===== src/shared/sfrm_pkg.sv =====
// Purpose: constants and types for the supply fault response manager
// Assumes: 200 MHz core clock, AXI4-Lite register access
// Notes: response word layout is local to this block
package sfrm_pkg;
    localparam int unsigned CLK_MHZ = 200;
    localparam int unsigned T_OV_BG_NS = 2000;
    localparam int unsigned OV_BG_CYC = T_OV_BG_NS * CLK_MHZ / 1000;
    localparam int unsigned T_10US_NS = 10000;
    localparam int unsigned CYC_10US = T_10US_NS * CLK_MHZ / 1000;
    localparam int unsigned T_1MS_US = 1000;
    localparam int unsigned CYC_1MS = T_1MS_US * CLK_MHZ;
    localparam int unsigned OC_STEP_MS = 16;
    localparam logic [16:0] RETRY_MIN_MS = 17'h00078;
    localparam logic [16:0] RETRY_MAX_MS = 17'h147a8;
    localparam logic [15:0] TEMP_HI_C = 16'h0082;
    localparam logic [15:0] TEMP_LO_C = 16'h0078;

    localparam logic [7:0] A_CTRL = 8'h00;
    localparam logic [7:0] A_RETRY = 8'h04;
    localparam logic [7:0] A_OVRSP = 8'h08;
    localparam logic [7:0] A_UVRSP = 8'h0c;
    localparam logic [7:0] A_OCRSP = 8'h10;
    localparam logic [7:0] A_TONRSP = 8'h14;
    localparam logic [7:0] A_VINRSP = 8'h18;
    localparam logic [7:0] A_TONLIM = 8'h1c;
    localparam logic [7:0] A_IINLIM = 8'h20;
    localparam logic [7:0] A_STATUS = 8'h24;
    localparam logic [7:0] A_CLEAR = 8'h28;
    localparam logic [7:0] A_CMLEV = 8'h2c;
    localparam logic [7:0] A_THR = 8'h30;

    // response word: [1:0] action, [4:2] deglitch steps
    localparam int unsigned ACT_LO = 0;
    localparam int unsigned ACT_HI = 1;
    localparam int unsigned DG_LO = 2;
    localparam int unsigned DG_HI = 4;
    localparam logic [1:0] ACT_IGNORE = 2'h0;
    localparam logic [1:0] ACT_LATCH = 2'h1;
    localparam logic [1:0] ACT_RETRY = 2'h2;
    localparam logic [1:0] ACT_LIMIT = 2'h3;

    // status bits
    localparam int unsigned ST_OV = 0;
    localparam int unsigned ST_UV = 1;
    localparam int unsigned ST_OC = 2;
    localparam int unsigned ST_TON = 3;
    localparam int unsigned ST_VIN = 4;
    localparam int unsigned ST_OT = 5;
    localparam int unsigned ST_IIN = 6;
    localparam int unsigned ST_CML = 7;
    localparam int unsigned ST_SUM = 8;
    localparam int unsigned ST_NVMOFF = 9;
    localparam int unsigned ST_OFF = 10;
    localparam int unsigned NSRC = 6;

    typedef enum logic [1:0] {CH_IDLE, CH_RUN, CH_LATCHED, CH_RETRY} sfrm_ch_t;
endpackage


===== src/hdl/sfrm_deglitch.sv =====
// Purpose: per-source fault qualifier with step-scaled deglitch
// Assumes: tick marks one step of the source's deglitch unit
// Notes: steps of zero qualify on the cycle after the raw fault
`timescale 1ns/1ps
module sfrm_deglitch
    import sfrm_pkg::*;
(
    // clock
    input wire logic i_sys_clk,
    input wire logic i_rst,
    input wire logic i_ce,
    // fault
    input wire logic i_raw,
    input wire logic i_tick,
    input wire logic [2:0] i_steps,
    output logic o_fault
);
    typedef struct packed {
        logic [2:0] cnt;
        logic hit;
    } sfrm_dg_t;
    sfrm_dg_t s_r, s_nxt;

    always_comb begin
        s_nxt = s_r;
        if (!i_raw) begin
            s_nxt.cnt = 3'h0;
            s_nxt.hit = 1'b0;
        end else if (s_r.cnt >= i_steps) begin
            s_nxt.hit = 1'b1;
        end else if (i_tick) begin
            s_nxt.cnt = s_r.cnt + 3'h1;
        end
    end

    always_ff @(posedge i_sys_clk) begin
        if (i_rst) begin
            s_r <= '0;
        end else if (i_ce) begin
            s_r <= s_nxt;
        end
    end

    assign o_fault = s_r.hit;
endmodule


===== src/hdl/sfrm_top.sv =====
// Purpose: fault response manager for one regulator channel's faults
// Assumes: comparator and ADC inputs synchronous to i_sys_clk
// Notes: registers on AXI4-Lite; response words hold action, plus deglitch for ov, uv and oc only
`timescale 1ns/1ps

// Overview of operation
// overvoltage: top off, bottom on until clear
// overvoltage action never ignore
// overvoltage deglitch 0-7 steps of 10us
// undervoltage ignore, latch or retry, deglitched
// overcurrent limit, latch or retry, 16ms steps
// retry interval 120ms to 83.88s, 1ms
// retry repeats, latch stays off, ignore none
// currents from averaged ADC readings
// input current sum over limit raises warning
// rise timer starts with soft-start
// rise limit zero disables, 10us steps
// rise fault undeglitched, ignore latch retry
// software sets rise limit above rise time
// input overvoltage from ADC reading
// nvm off above 130C until 120C
// internal overtemp always acts, fixed limits
// host avoids nvm writes above 85C
// communication errors set cml, summary, alert
// ov uv thresholds from pins, nvm, bus
// dcr temperature adjusts control voltage ceiling
// output current uses resistance tempco
// alert holds until clear, reset, power
// run toggle clears channel faults
// retry restarts soft-start if fault gone
// response word holds action and deglitch
module sfrm_top
    import sfrm_pkg::*;
(
    // clock and reset
    input wire logic i_sys_clk,
    input wire logic i_rst,
    input wire logic i_ce,
    // axi4-lite write
    input wire logic [7:0] i_awaddr,
    input wire logic i_awvalid,
    output logic o_awready,
    input wire logic [31:0] i_wdata,
    input wire logic [3:0] i_wstrb,
    input wire logic i_wvalid,
    output logic o_wready,
    output logic [1:0] o_bresp,
    output logic o_bvalid,
    input wire logic i_bready,
    // axi4-lite read
    input wire logic [7:0] i_araddr,
    input wire logic i_arvalid,
    output logic o_arready,
    output logic [31:0] o_rdata,
    output logic [1:0] o_rresp,
    output logic o_rvalid,
    input wire logic i_rready,
    // channel control and sensors
    input wire logic i_run,
    input wire logic i_softstart_go,
    input wire logic i_ov_cmp,
    input wire logic i_uv_cmp,
    input wire logic [15:0] i_iout0_avg,
    input wire logic [15:0] i_iout1_avg,
    input wire logic [15:0] i_duty0,
    input wire logic [15:0] i_duty1,
    input wire logic [15:0] i_ioff0,
    input wire logic [15:0] i_ioff1,
    input wire logic [15:0] i_iout_lim,
    input wire logic [15:0] i_vin_adc,
    input wire logic [15:0] i_vin_ov_lim,
    input wire logic [15:0] i_die_temp,
    input wire logic [15:0] i_ext_temp,
    input wire logic [15:0] i_ith_base,
    input wire logic [15:0] i_dcr_tc,
    input wire logic i_dcr_sense,
    input wire logic [15:0] i_pin_ovuv,
    input wire logic [15:0] i_nvm_ovuv,
    input wire logic [1:0] i_ovuv_src,
    // communication errors from the serial front end
    input wire logic i_pec_bad,
    input wire logic i_cmd_unsup,
    input wire logic i_data_bad,
    // outputs
    output logic o_top_gate_en,
    output logic o_bottom_gate_drive,
    output logic o_switch_en,
    output logic o_softstart_req,
    output logic o_alert_n,
    output logic o_nvm_en,
    output logic [15:0] o_error_amp_control_voltage,
    output logic [15:0] o_ovuv_thr
);
    localparam logic [1:0] RESP_OK = 2'h0;
    localparam logic [1:0] RESP_ERR = 2'h2;
    localparam logic [1:0] SRC_PIN = 2'h0;
    localparam logic [1:0] SRC_NVM = 2'h1;

    typedef struct packed {
        logic aw_f, w_f, bv, rv;
        logic [7:0] awa;
        logic [31:0] wd;
        logic [1:0] br, rr;
        logic [31:0] rd;
        logic [16:0] retry;
        logic [4:0] rsp_ov, rsp_uv, rsp_oc, rsp_ton, rsp_vin;
        logic [15:0] ton_lim, iin_lim, thr;
        logic cfg_pec;
        logic [10:0] st;
        sfrm_ch_t ch;
        logic [15:0] c10, tonc;
        logic [27:0] c1ms;
        logic [16:0] rcnt;
        logic [3:0] c16;
        logic [8:0] ovc;
        logic bg, ton_on, run_d, nvm_off, latch_retry;
        logic [15:0] error_amp_control_voltage;
    } sfrm_st_t;
    sfrm_st_t s_r, s_nxt;

    // deglitch and step ticks
    logic tick10, tick1ms, tick16;
    logic ov_q, uv_q, oc_q;
    logic [31:0] iin_sum;
    logic [31:0] ith_adj;
    logic oc_raw, vin_raw, ot_raw, ton_fault, cml_ev;
    logic aw_go, w_go, ar_go;

    function automatic logic [1:0] act_of(input logic [4:0] w);
        act_of = w[ACT_HI:ACT_LO];
    endfunction

    function automatic logic [31:0] prod(input logic [15:0] a, input logic [15:0] b);
        prod = a * b;
    endfunction

    assign tick10 = (s_r.c10 == 16'(CYC_10US - 1));
    assign tick1ms = (s_r.c1ms == 28'(CYC_1MS - 1));
    assign tick16 = tick1ms && (s_r.c16 == 4'(OC_STEP_MS - 1));
    // averaged readings feed the comparisons; see
    assign oc_raw = (i_iout0_avg > i_iout_lim);
    // input current estimate; see
    assign iin_sum = 32'(prod(i_iout0_avg, i_duty0) >> 16) + 32'(prod(i_iout1_avg, i_duty1) >> 16)
                   + 32'(i_ioff0) + 32'(i_ioff1);
    assign vin_raw = (i_vin_adc > i_vin_ov_lim);
    assign ot_raw = (i_die_temp > TEMP_HI_C);
    // rise timer, limit zero disables; see
    assign ton_fault = s_r.ton_on && (s_r.ton_lim != 16'h0) && (s_r.tonc >= s_r.ton_lim);
    assign cml_ev = (i_pec_bad && s_r.cfg_pec) || i_cmd_unsup || i_data_bad;
    // dcr compensation with tempco; see
    assign ith_adj = prod(i_ith_base, 16'(16'h8000 + prod(i_dcr_tc, i_ext_temp)));


    sfrm_deglitch u_dg_ov (.i_sys_clk(i_sys_clk), .i_rst(i_rst), .i_ce(i_ce), .i_raw(i_ov_cmp),
        .i_tick(tick10), .i_steps(s_r.rsp_ov[DG_HI:DG_LO]), .o_fault(ov_q));
    sfrm_deglitch u_dg_uv (.i_sys_clk(i_sys_clk), .i_rst(i_rst), .i_ce(i_ce), .i_raw(i_uv_cmp),
        .i_tick(tick10), .i_steps(s_r.rsp_uv[DG_HI:DG_LO]), .o_fault(uv_q));
    sfrm_deglitch u_dg_oc (.i_sys_clk(i_sys_clk), .i_rst(i_rst), .i_ce(i_ce), .i_raw(oc_raw),
        .i_tick(tick16), .i_steps(s_r.rsp_oc[DG_HI:DG_LO]), .o_fault(oc_q));

    // no handshake while frozen, or a taken item would be lost
    assign aw_go = i_ce && i_awvalid && !s_r.aw_f && !s_r.bv;
    assign w_go = i_ce && i_wvalid && !s_r.w_f && !s_r.bv;
    assign ar_go = i_ce && i_arvalid && !s_r.rv;

    always_comb begin
        logic [NSRC-1:0] shut, latch;
        logic [ST_CML:ST_OV] setv;
        logic [1:0] a;
        logic [7:0] ad;
        logic [31:0] wd;
        shut = '0;
        latch = '0;
        a = 2'h0;
        ad = 8'h0;
        wd = 32'h0;
        setv = '0;
        s_nxt = s_r;
        // step counters
        s_nxt.c10 = tick10 ? 16'h0 : s_r.c10 + 16'h1;
        s_nxt.c1ms = tick1ms ? 28'h0 : s_r.c1ms + 28'h1;
        if (tick1ms) begin
            s_nxt.c16 = (s_r.c16 == 4'(OC_STEP_MS - 1)) ? 4'h0 : s_r.c16 + 4'h1;
        end
        // bottom gate after detect delay, held while ov; see
        s_nxt.ovc = i_ov_cmp ? ((s_r.ovc < 9'(OV_BG_CYC)) ? s_r.ovc + 9'h1 : s_r.ovc) : 9'h0;
        s_nxt.bg = i_ov_cmp && (s_r.ovc >= 9'(OV_BG_CYC - 1));
        // nvm hysteresis; see
        if (i_die_temp > TEMP_HI_C) begin
            s_nxt.nvm_off = 1'b1;
        end else if (i_die_temp <= TEMP_LO_C) begin
            s_nxt.nvm_off = 1'b0;
        end
        s_nxt.error_amp_control_voltage = i_dcr_sense ? ith_adj[30:15] : i_ith_base;
        // action per source; see
        a = act_of(s_r.rsp_ov);
        shut[0] = ov_q && (a == ACT_LATCH || a == ACT_RETRY);
        latch[0] = a == ACT_LATCH;
        a = act_of(s_r.rsp_uv);
        shut[1] = uv_q && !s_r.ton_on && s_r.ch == CH_RUN && (a == ACT_LATCH || a == ACT_RETRY);
        latch[1] = a == ACT_LATCH;
        a = act_of(s_r.rsp_oc);
        shut[2] = oc_q && (a == ACT_LATCH || a == ACT_RETRY);
        latch[2] = a == ACT_LATCH;
        a = act_of(s_r.rsp_ton);
        shut[3] = ton_fault && (a == ACT_LATCH || a == ACT_RETRY);
        latch[3] = a == ACT_LATCH;
        a = act_of(s_r.rsp_vin);
        shut[4] = vin_raw && (a == ACT_LATCH || a == ACT_RETRY);
        latch[4] = a == ACT_LATCH;
        shut[5] = ot_raw;
        latch[5] = 1'b0;
        // sticky status, set wins over clear; see
        setv[ST_OV] = ov_q;
        setv[ST_UV] = uv_q && s_r.ch == CH_RUN && !s_r.ton_on;
        setv[ST_OC] = oc_q;
        setv[ST_TON] = ton_fault;
        setv[ST_VIN] = vin_raw;
        setv[ST_OT] = ot_raw;
        setv[ST_IIN] = iin_sum > 32'(s_r.iin_lim);
        setv[ST_CML] = cml_ev;
        s_nxt.st[ST_CML:ST_OV] = s_r.st[ST_CML:ST_OV] | setv;
        s_nxt.st[ST_NVMOFF] = s_nxt.nvm_off;
        s_nxt.st[ST_OFF] = (s_r.ch == CH_LATCHED) || (s_r.ch == CH_RETRY);
        // rise timer; see
        if (s_r.ton_on && tick10) s_nxt.tonc = s_r.tonc + 16'h1;
        if (s_r.ton_on && (!i_uv_cmp || ton_fault)) s_nxt.ton_on = 1'b0;
        // channel sequencing
        s_nxt.run_d = i_run;
        case (s_r.ch)
            CH_IDLE: begin
                if (i_run && i_softstart_go) begin
                    s_nxt.ch = CH_RUN;
                    s_nxt.ton_on = 1'b1;
                    s_nxt.tonc = 16'h0;
                end
            end
            CH_RUN: begin
                if (!i_run) begin
                    s_nxt.ch = CH_IDLE;
                    s_nxt.ton_on = 1'b0;
                end else if (|shut) begin
                    s_nxt.ch = (|(shut & latch)) ? CH_LATCHED : CH_RETRY;
                    s_nxt.rcnt = 17'h0;
                    s_nxt.ton_on = 1'b0;
                end
            end
            CH_LATCHED: begin
                if (!i_run) s_nxt.ch = CH_IDLE;
            end
            CH_RETRY: begin
                // restart only when interval elapsed and fault gone; see
                if (!i_run) begin
                    s_nxt.ch = CH_IDLE;
                end else if (tick1ms && s_r.rcnt < s_r.retry) begin
                    s_nxt.rcnt = s_r.rcnt + 17'h1;
                end else if (s_r.rcnt >= s_r.retry && !(|shut) && !ov_q && !ot_raw
                             && !vin_raw && !oc_q) begin
                    s_nxt.ch = CH_RUN;
                    s_nxt.ton_on = 1'b1;
                    s_nxt.tonc = 16'h0;
                end
            end
            default: s_nxt.ch = CH_IDLE;
        endcase
        // run toggle clears channel faults; see
        if (i_run && !s_r.run_d) begin
            s_nxt.st[ST_TON:ST_OV] = setv[ST_TON:ST_OV];
        end
        // axi write
        if (aw_go) begin
            s_nxt.aw_f = 1'b1;
            s_nxt.awa = i_awaddr;
        end
        if (w_go) begin
            s_nxt.w_f = 1'b1;
            s_nxt.wd = i_wdata;
        end
        if (s_r.aw_f && s_r.w_f && !s_r.bv) begin
            ad = s_r.awa;
            wd = s_r.wd;
            s_nxt.aw_f = 1'b0;
            s_nxt.w_f = 1'b0;
            s_nxt.bv = 1'b1;
            s_nxt.br = RESP_OK;
            if (ad == A_CTRL) begin
                s_nxt.cfg_pec = wd[0];
            end else if (ad == A_RETRY) begin
                if (wd[16:0] >= RETRY_MIN_MS && wd[16:0] <= RETRY_MAX_MS) s_nxt.retry = wd[16:0];
                else s_nxt.br = RESP_ERR;
            end else if (ad == A_OVRSP) begin
                if (wd[ACT_HI:ACT_LO] != ACT_IGNORE) s_nxt.rsp_ov = wd[DG_HI:0];
                else s_nxt.br = RESP_ERR;
            end else if (ad == A_UVRSP) begin
                s_nxt.rsp_uv = wd[DG_HI:0];
            end else if (ad == A_OCRSP) begin
                if (wd[ACT_HI:ACT_LO] != ACT_IGNORE) s_nxt.rsp_oc = wd[DG_HI:0];
                else s_nxt.br = RESP_ERR;
            end else if (ad == A_TONRSP) begin
                s_nxt.rsp_ton = {3'h0, wd[ACT_HI:ACT_LO]};
            end else if (ad == A_VINRSP) begin
                s_nxt.rsp_vin = {3'h0, wd[ACT_HI:ACT_LO]};
            end else if (ad == A_TONLIM) begin
                s_nxt.ton_lim = wd[15:0];
            end else if (ad == A_IINLIM) begin
                s_nxt.iin_lim = wd[15:0];
            end else if (ad == A_CLEAR) begin
                s_nxt.st[ST_CML:ST_OV] = (s_nxt.st[ST_CML:ST_OV] & ~wd[ST_CML:ST_OV]) | setv;
            end else if (ad == A_THR) begin
                s_nxt.thr = wd[15:0];
            end else begin
                s_nxt.br = RESP_ERR;
            end
        end
        if (s_r.bv && i_bready) s_nxt.bv = 1'b0;
        // axi read
        if (ar_go) begin
            s_nxt.rv = 1'b1;
            s_nxt.rr = RESP_OK;
            if (i_araddr == A_CTRL) s_nxt.rd = {31'h0, s_r.cfg_pec};
            else if (i_araddr == A_RETRY) s_nxt.rd = {15'h0, s_r.retry};
            else if (i_araddr == A_OVRSP) s_nxt.rd = {27'h0, s_r.rsp_ov};
            else if (i_araddr == A_UVRSP) s_nxt.rd = {27'h0, s_r.rsp_uv};
            else if (i_araddr == A_OCRSP) s_nxt.rd = {27'h0, s_r.rsp_oc};
            else if (i_araddr == A_TONRSP) s_nxt.rd = {27'h0, s_r.rsp_ton};
            else if (i_araddr == A_VINRSP) s_nxt.rd = {27'h0, s_r.rsp_vin};
            else if (i_araddr == A_TONLIM) s_nxt.rd = {16'h0, s_r.ton_lim};
            else if (i_araddr == A_IINLIM) s_nxt.rd = {16'h0, s_r.iin_lim};
            else if (i_araddr == A_STATUS) s_nxt.rd = {21'h0, s_r.st[ST_OFF:ST_NVMOFF],
                                                      |s_r.st[ST_CML:ST_OV], s_r.st[ST_CML:0]};
            else if (i_araddr == A_THR) s_nxt.rd = {16'h0, s_r.thr};
            else begin
                s_nxt.rd = 32'h0;
                s_nxt.rr = RESP_ERR;
            end
        end
        if (s_r.rv && i_rready) s_nxt.rv = 1'b0;
    end

    always_ff @(posedge i_sys_clk) begin
        if (i_rst) begin
            s_r <= '0;
            s_r.retry <= RETRY_MIN_MS;
            s_r.rsp_ov <= {3'h0, ACT_LATCH};
            s_r.rsp_oc <= {3'h0, ACT_LIMIT};
            s_r.ch <= CH_IDLE;
        end else if (i_ce) begin
            s_r <= s_nxt;
        end
    end

    assign o_awready = aw_go;
    assign o_wready = w_go;
    assign o_bvalid = s_r.bv;
    assign o_bresp = s_r.br;
    assign o_arready = ar_go;
    assign o_rvalid = s_r.rv;
    assign o_rdata = s_r.rd;
    assign o_rresp = s_r.rr;
    assign o_switch_en = (s_r.ch == CH_RUN);
    assign o_top_gate_en = (s_r.ch == CH_RUN) && !i_ov_cmp;
    assign o_bottom_gate_drive = s_r.bg;
    assign o_softstart_req = s_r.ton_on;
    // alert low while any fault bit stands; see
    assign o_alert_n = ~(|s_r.st[ST_CML:ST_OV]);
    assign o_nvm_en = !s_r.nvm_off;
    assign o_error_amp_control_voltage = s_r.error_amp_control_voltage;
    assign o_ovuv_thr = (i_ovuv_src == SRC_PIN) ? i_pin_ovuv :
                        (i_ovuv_src == SRC_NVM) ? i_nvm_ovuv : s_r.thr;

    bg_delay_a: assert property (@(posedge i_sys_clk) disable iff (i_rst)
        $rose(s_r.bg) |-> $past(i_ov_cmp, 2));
    ov_ignore_a: assert property (@(posedge i_sys_clk) disable iff (i_rst)
        act_of(s_r.rsp_ov) != ACT_IGNORE);
    nvm_hyst_a: assert property (@(posedge i_sys_clk) disable iff (i_rst)
        i_ce && i_die_temp > TEMP_HI_C |=> !o_nvm_en);
    ton_zero_a: assert property (@(posedge i_sys_clk) disable iff (i_rst)
        s_r.ton_lim == 16'h0 |-> !ton_fault);
    cml_alert_a: assert property (@(posedge i_sys_clk) disable iff (i_rst)
        i_ce && i_cmd_unsup |=> !o_alert_n);
    latch_hold_a: assert property (@(posedge i_sys_clk) disable iff (i_rst)
        s_r.ch == CH_LATCHED && i_run |=> s_r.ch == CH_LATCHED);
    retry_min_a: assert property (@(posedge i_sys_clk) disable iff (i_rst)
        s_r.retry >= RETRY_MIN_MS && s_r.retry <= RETRY_MAX_MS);
    ot_shut_a: assert property (@(posedge i_sys_clk) disable iff (i_rst)
        i_ce && ot_raw && s_r.ch == CH_RUN && i_run |=> s_r.ch == CH_RETRY || s_r.ch == CH_LATCHED);
endmodule


===== config.mk =====
export PLATFORM = sky130hd
export DESIGN_NAME = sfrm_top
export DESIGN_NICKNAME = d
export VERILOG_FILES = /design/src/shared/sfrm_pkg.sv /design/src/hdl/sfrm_deglitch.sv /design/src/hdl/sfrm_top.sv
export SDC_FILE = /design/constraint.sdc
export NUM_CORES = 2
export LEC_CHECK = 0
export BUFFER_PORTS_ARGS = -buffer_cell sky130_fd_sc_hd__buf_2
export CORE_MARGIN = 3
export CORE_UTILIZATION = 25
export CTS_BUF_LIST = sky130_fd_sc_hd__clkbuf_8
export DETAILED_ROUTE_END_ITERATION = 7
export GPL_TIMING_DRIVEN = 0
export PLACE_DENSITY = 0.41
export REMOVE_ABC_BUFFERS = 1
export SYNTH_ARGS = -nofsm -noshare
export SYNTH_HDL_FRONTEND = slang
export SYNTH_SLANG_ARGS = --single-unit

===== constraint.sdc =====
create_clock -name i_sys_clk -period 25.4 [get_ports i_sys_clk]
set_input_delay 5.08 -clock i_sys_clk [delete_from_list [all_inputs] [get_ports i_sys_clk]]
set_output_delay 5.08 -clock i_sys_clk [all_outputs]
set_load 0.05 [all_outputs]

==> metrics.md <==
| Metric | Value |
|---|---|
| Clock latency on the worst-skew pair | 670 ps |
| Commonest non-fill, non-tap cell in the layout | inv_1 |
| Synth unique cells | 88 |
| Crit path capture type | register |
| Critical path's slowest cell | xnor2_2 |
| Via count | 34.47k |
| All-layer global routing usage | 15.33% |
| Placement Cell Area | 47810 um^2 |
| Post-CTS setup buffer count | 0 |
| I/O pins | 389 |
| Largest net degree at the start of global routing | 114 |
| Clock-pin slew on the worst setup and hold paths | 60 ps |
| Critical-path maximum fanout | 22 |
| Synth Area in Compound Gates | 7.446% |
| Status | finished clean |
| Max Cap Viol | 0 |
| M1 GR Usage | 19.46% |
| Die Span X | 425.3 um |
| First-pass GRT wire length | 215900 um |
| Die H | 425.3 um |
| Critical Path Start Type | input pin |
| Final WL | 138900 um |
| Final hold violation count | 0 |
| Floorplan row count | 153 |
| Root Buffer | clkbuf_8 |
| Critical Path RT | 25910 ps |
| Dpl hpwl | 108700 um |
| Fraction of registers with async set/reset | 0% |
| Simple-gate portion of the synthesized area | 19.01% |
| Place WS | 7861 ps |
| Crit path arrival time | 17240 ps |
| Core Area | 174400 um^2 |
| WL/cell | 17.91 um |
| Post-synth EDFFs | 0 |
| Cell mode on critical path | fa_1 |
| CTS tree | built |
| Area Growth Syn to Fin | 11.34% |
| First-pass detailed-route iteration total | 7 |
| Critical Path Max Stage Delay | 840 ps |
| Sequential-to-total area share from yosys stat | 12.11% |
| Effective utilization at floorplan | 25.21% |
| Post-Synthesis Cells | 5208 |
| DRC violations left | 0 |
| Post-route clock period utilization | 65.87% |
| Die Footprint | 180900 um^2 |
| Clock skew | 46.20 ps |
| Syn Area/Cell | 8.441 um^2 |
| Initial antenna violation count | 11 |
| Worst slew pin tran | 1351 ps |
| Vias in the first global route | 36.38k |
| Relative slew slack | 9.592% |
| Commonest non-fill, non-tap cells in the layout | 1007 x inv_1, 826 x nand2_1, 689 x fa_1 |
| FILL cells | 19.03k |
| # port buffers | 352 |
| Final GP Congestion | 0.7751 |
| Register area | 5325 um^2 |
| Initial drt markers | 1606 |
| Hold Path Depth | 2 |
| Final setup fails | 0 |
| Post-CTS sizing | 0 |
| Share of layout cells above drive strength 1 | 9.012% |
| Main combinational cell family by area after synthesis | adder cells |
| Final Max Tran Viols | 0 |
| CTS buffer count | 50 |
| CTS Sinks | 266 |
| Total gr overflow | 0 |
| Number of H-tree levels | 2 |
| Met2 usage | 28.41% |
| Final instance area | 48950 um^2 |
| NumNets Final | 6873 |
| Fin crit period | 16730 ps |
| Clock Path Buffers | 3 |
| Core Util, Final | 28.07% |
| Hold Crit Class | reg -> reg |
| Crit Path Class | in -> reg |
| Warnings from Yosys | 0 |
| Cts hold-fix bufs | 0 |
| Synth Register Bits | 266 |
| RSZ-0062 raised after global routing | no |
| Area of the multi-input gates | 33900 um^2 |
| Setup ws final | 8670 ps |
| Main synth FF type | dfxtp_1 |
| Area share of fa/ha/maj cells after synthesis | 45.24% |
| DR vias/cell | 4.444 |
| Setup_tns | 0 ps |
| Antenna viol nets, final | 0 |
| Post-synthesis xor/xnor area fraction | 3.586% |
| Reg2reg path depth | 12 |
| Mapped Area | 43960 um^2 |
| GR Layer Usage met3 | 1.103% |
| Multiplexer share of the synthesized area | 1.437% |
| Max Clk Rate | 59.77 MHz |
| Top Usage Layer GRT | met2 |
## final timing paths
kind                                                        end  slack [ps]         from
worst max register to register                          s_r[85]       21780     s_r[166]
worst min-delay path                                 o_bresp[1]         460   o_bresp[1]
worst max-delay path            o_error_amp_control_voltage[15]        8670  i_dcr_tc[0]
worst min register to register                       o_bresp[1]         460   o_bresp[1]
## synthesized netlist by cell type, types with 51 or more instances
| cell type | count | share of area (%) |
|---|---|---|
| inv_1 | 993 | 8.5 |
| nand2_1 | 826 | 7.1 |
| fa_1 | 689 | 31 |
| ha_1 | 487 | 14 |
| and2_1 | 344 | 4.9 |
| dfxtp_1 | 266 | 12 |
| nor2_1 | 254 | 2.2 |
| a21oi_1 | 197 | 2.2 |
| clkbuf_1 | 187 | 1.6 |
| xnor2_1 | 98 | 2.0 |
| xor2_1 | 82 | 1.6 |
| o21ai_0 | 74 | 0.84 |
| nand3_1 | 66 | 0.75 |
| mux2i_1 | 62 | 1.4 |
| buf_4 | 52 | 0.89 |
| nand4_1 | 51 | 0.73 |
## critical path, delay by kind of cell
| kind | cells | cell delay (ps) |
|---|---|---|
| adder cells (fa/ha/maj) | 14 | 6450 |
| AO/OA/AOI/OAI | 13 | 3070 |
| AND/OR/NAND/NOR | 5 | 1160 |
| XOR/XNOR | 1 | 840 |
| buffers and inverters | 5 | 620 |
## final cells by class
class | count | share of cell area (%)
clock buffer | 65 | 1.828
multi-input combinational | 3708 | 69.25
inverter | 996 | 7.638
antenna | 5 | 0.02556
sequential | 266 | 10.88
clock inverter | 26 | 0.4576
timing repair buffer | 365 | 3.980
tap | 2325 | 5.943
## routing by layer
layer / up-vias / share of wire [%]
li1: 16520 / -
met3: 123 / 2.9
met5: - / 0.0050
met1: 17250 / 43
met2: 581 / 52
met4: 2 / 1.9
## registers in the layout, indices dropped and copies added, names as in the netlist
register	count
u_dg_ov.s_r	3
o_rresp	1
o_bresp	1
o_error_amp_control_voltage	16
u_dg_oc.o_fault	1
u_dg_uv.s_r	3
u_dg_oc.s_r	3
o_rdata	17
o_bottom_gate_drive	1
o_rvalid	1
u_dg_uv.o_fault	1
u_dg_ov.o_fault	1
o_softstart_req	1
s_r	215
o_bvalid	1
## kinds of logic (layout without fill, tap and decap cells)
family | count (synthesis) | in the layout
other | 1 | 22
DFF | 266 | 266
adders and majority gates | 1176 | 1176
buffers and inverters | 1250 | 1452
and+or+nand+nor | 1764 | 1764
AOI/OAI and AO/OA | 508 | 508
muxes | 63 | 63
xor gates and xnor gates | 180 | 180
## stage by stage
step	instances	hold WS (ps)
CTS	7750	461.7
floorplan	4970	437.4
finish	7756	462.9
global placement	7647	444.3
global route	7755	497.8
detailed placement	7659	453.7
Power is left out: the tool's default activity adds up to more than one toggle a clock period on the data nets, which glitch-free logic cannot reach.
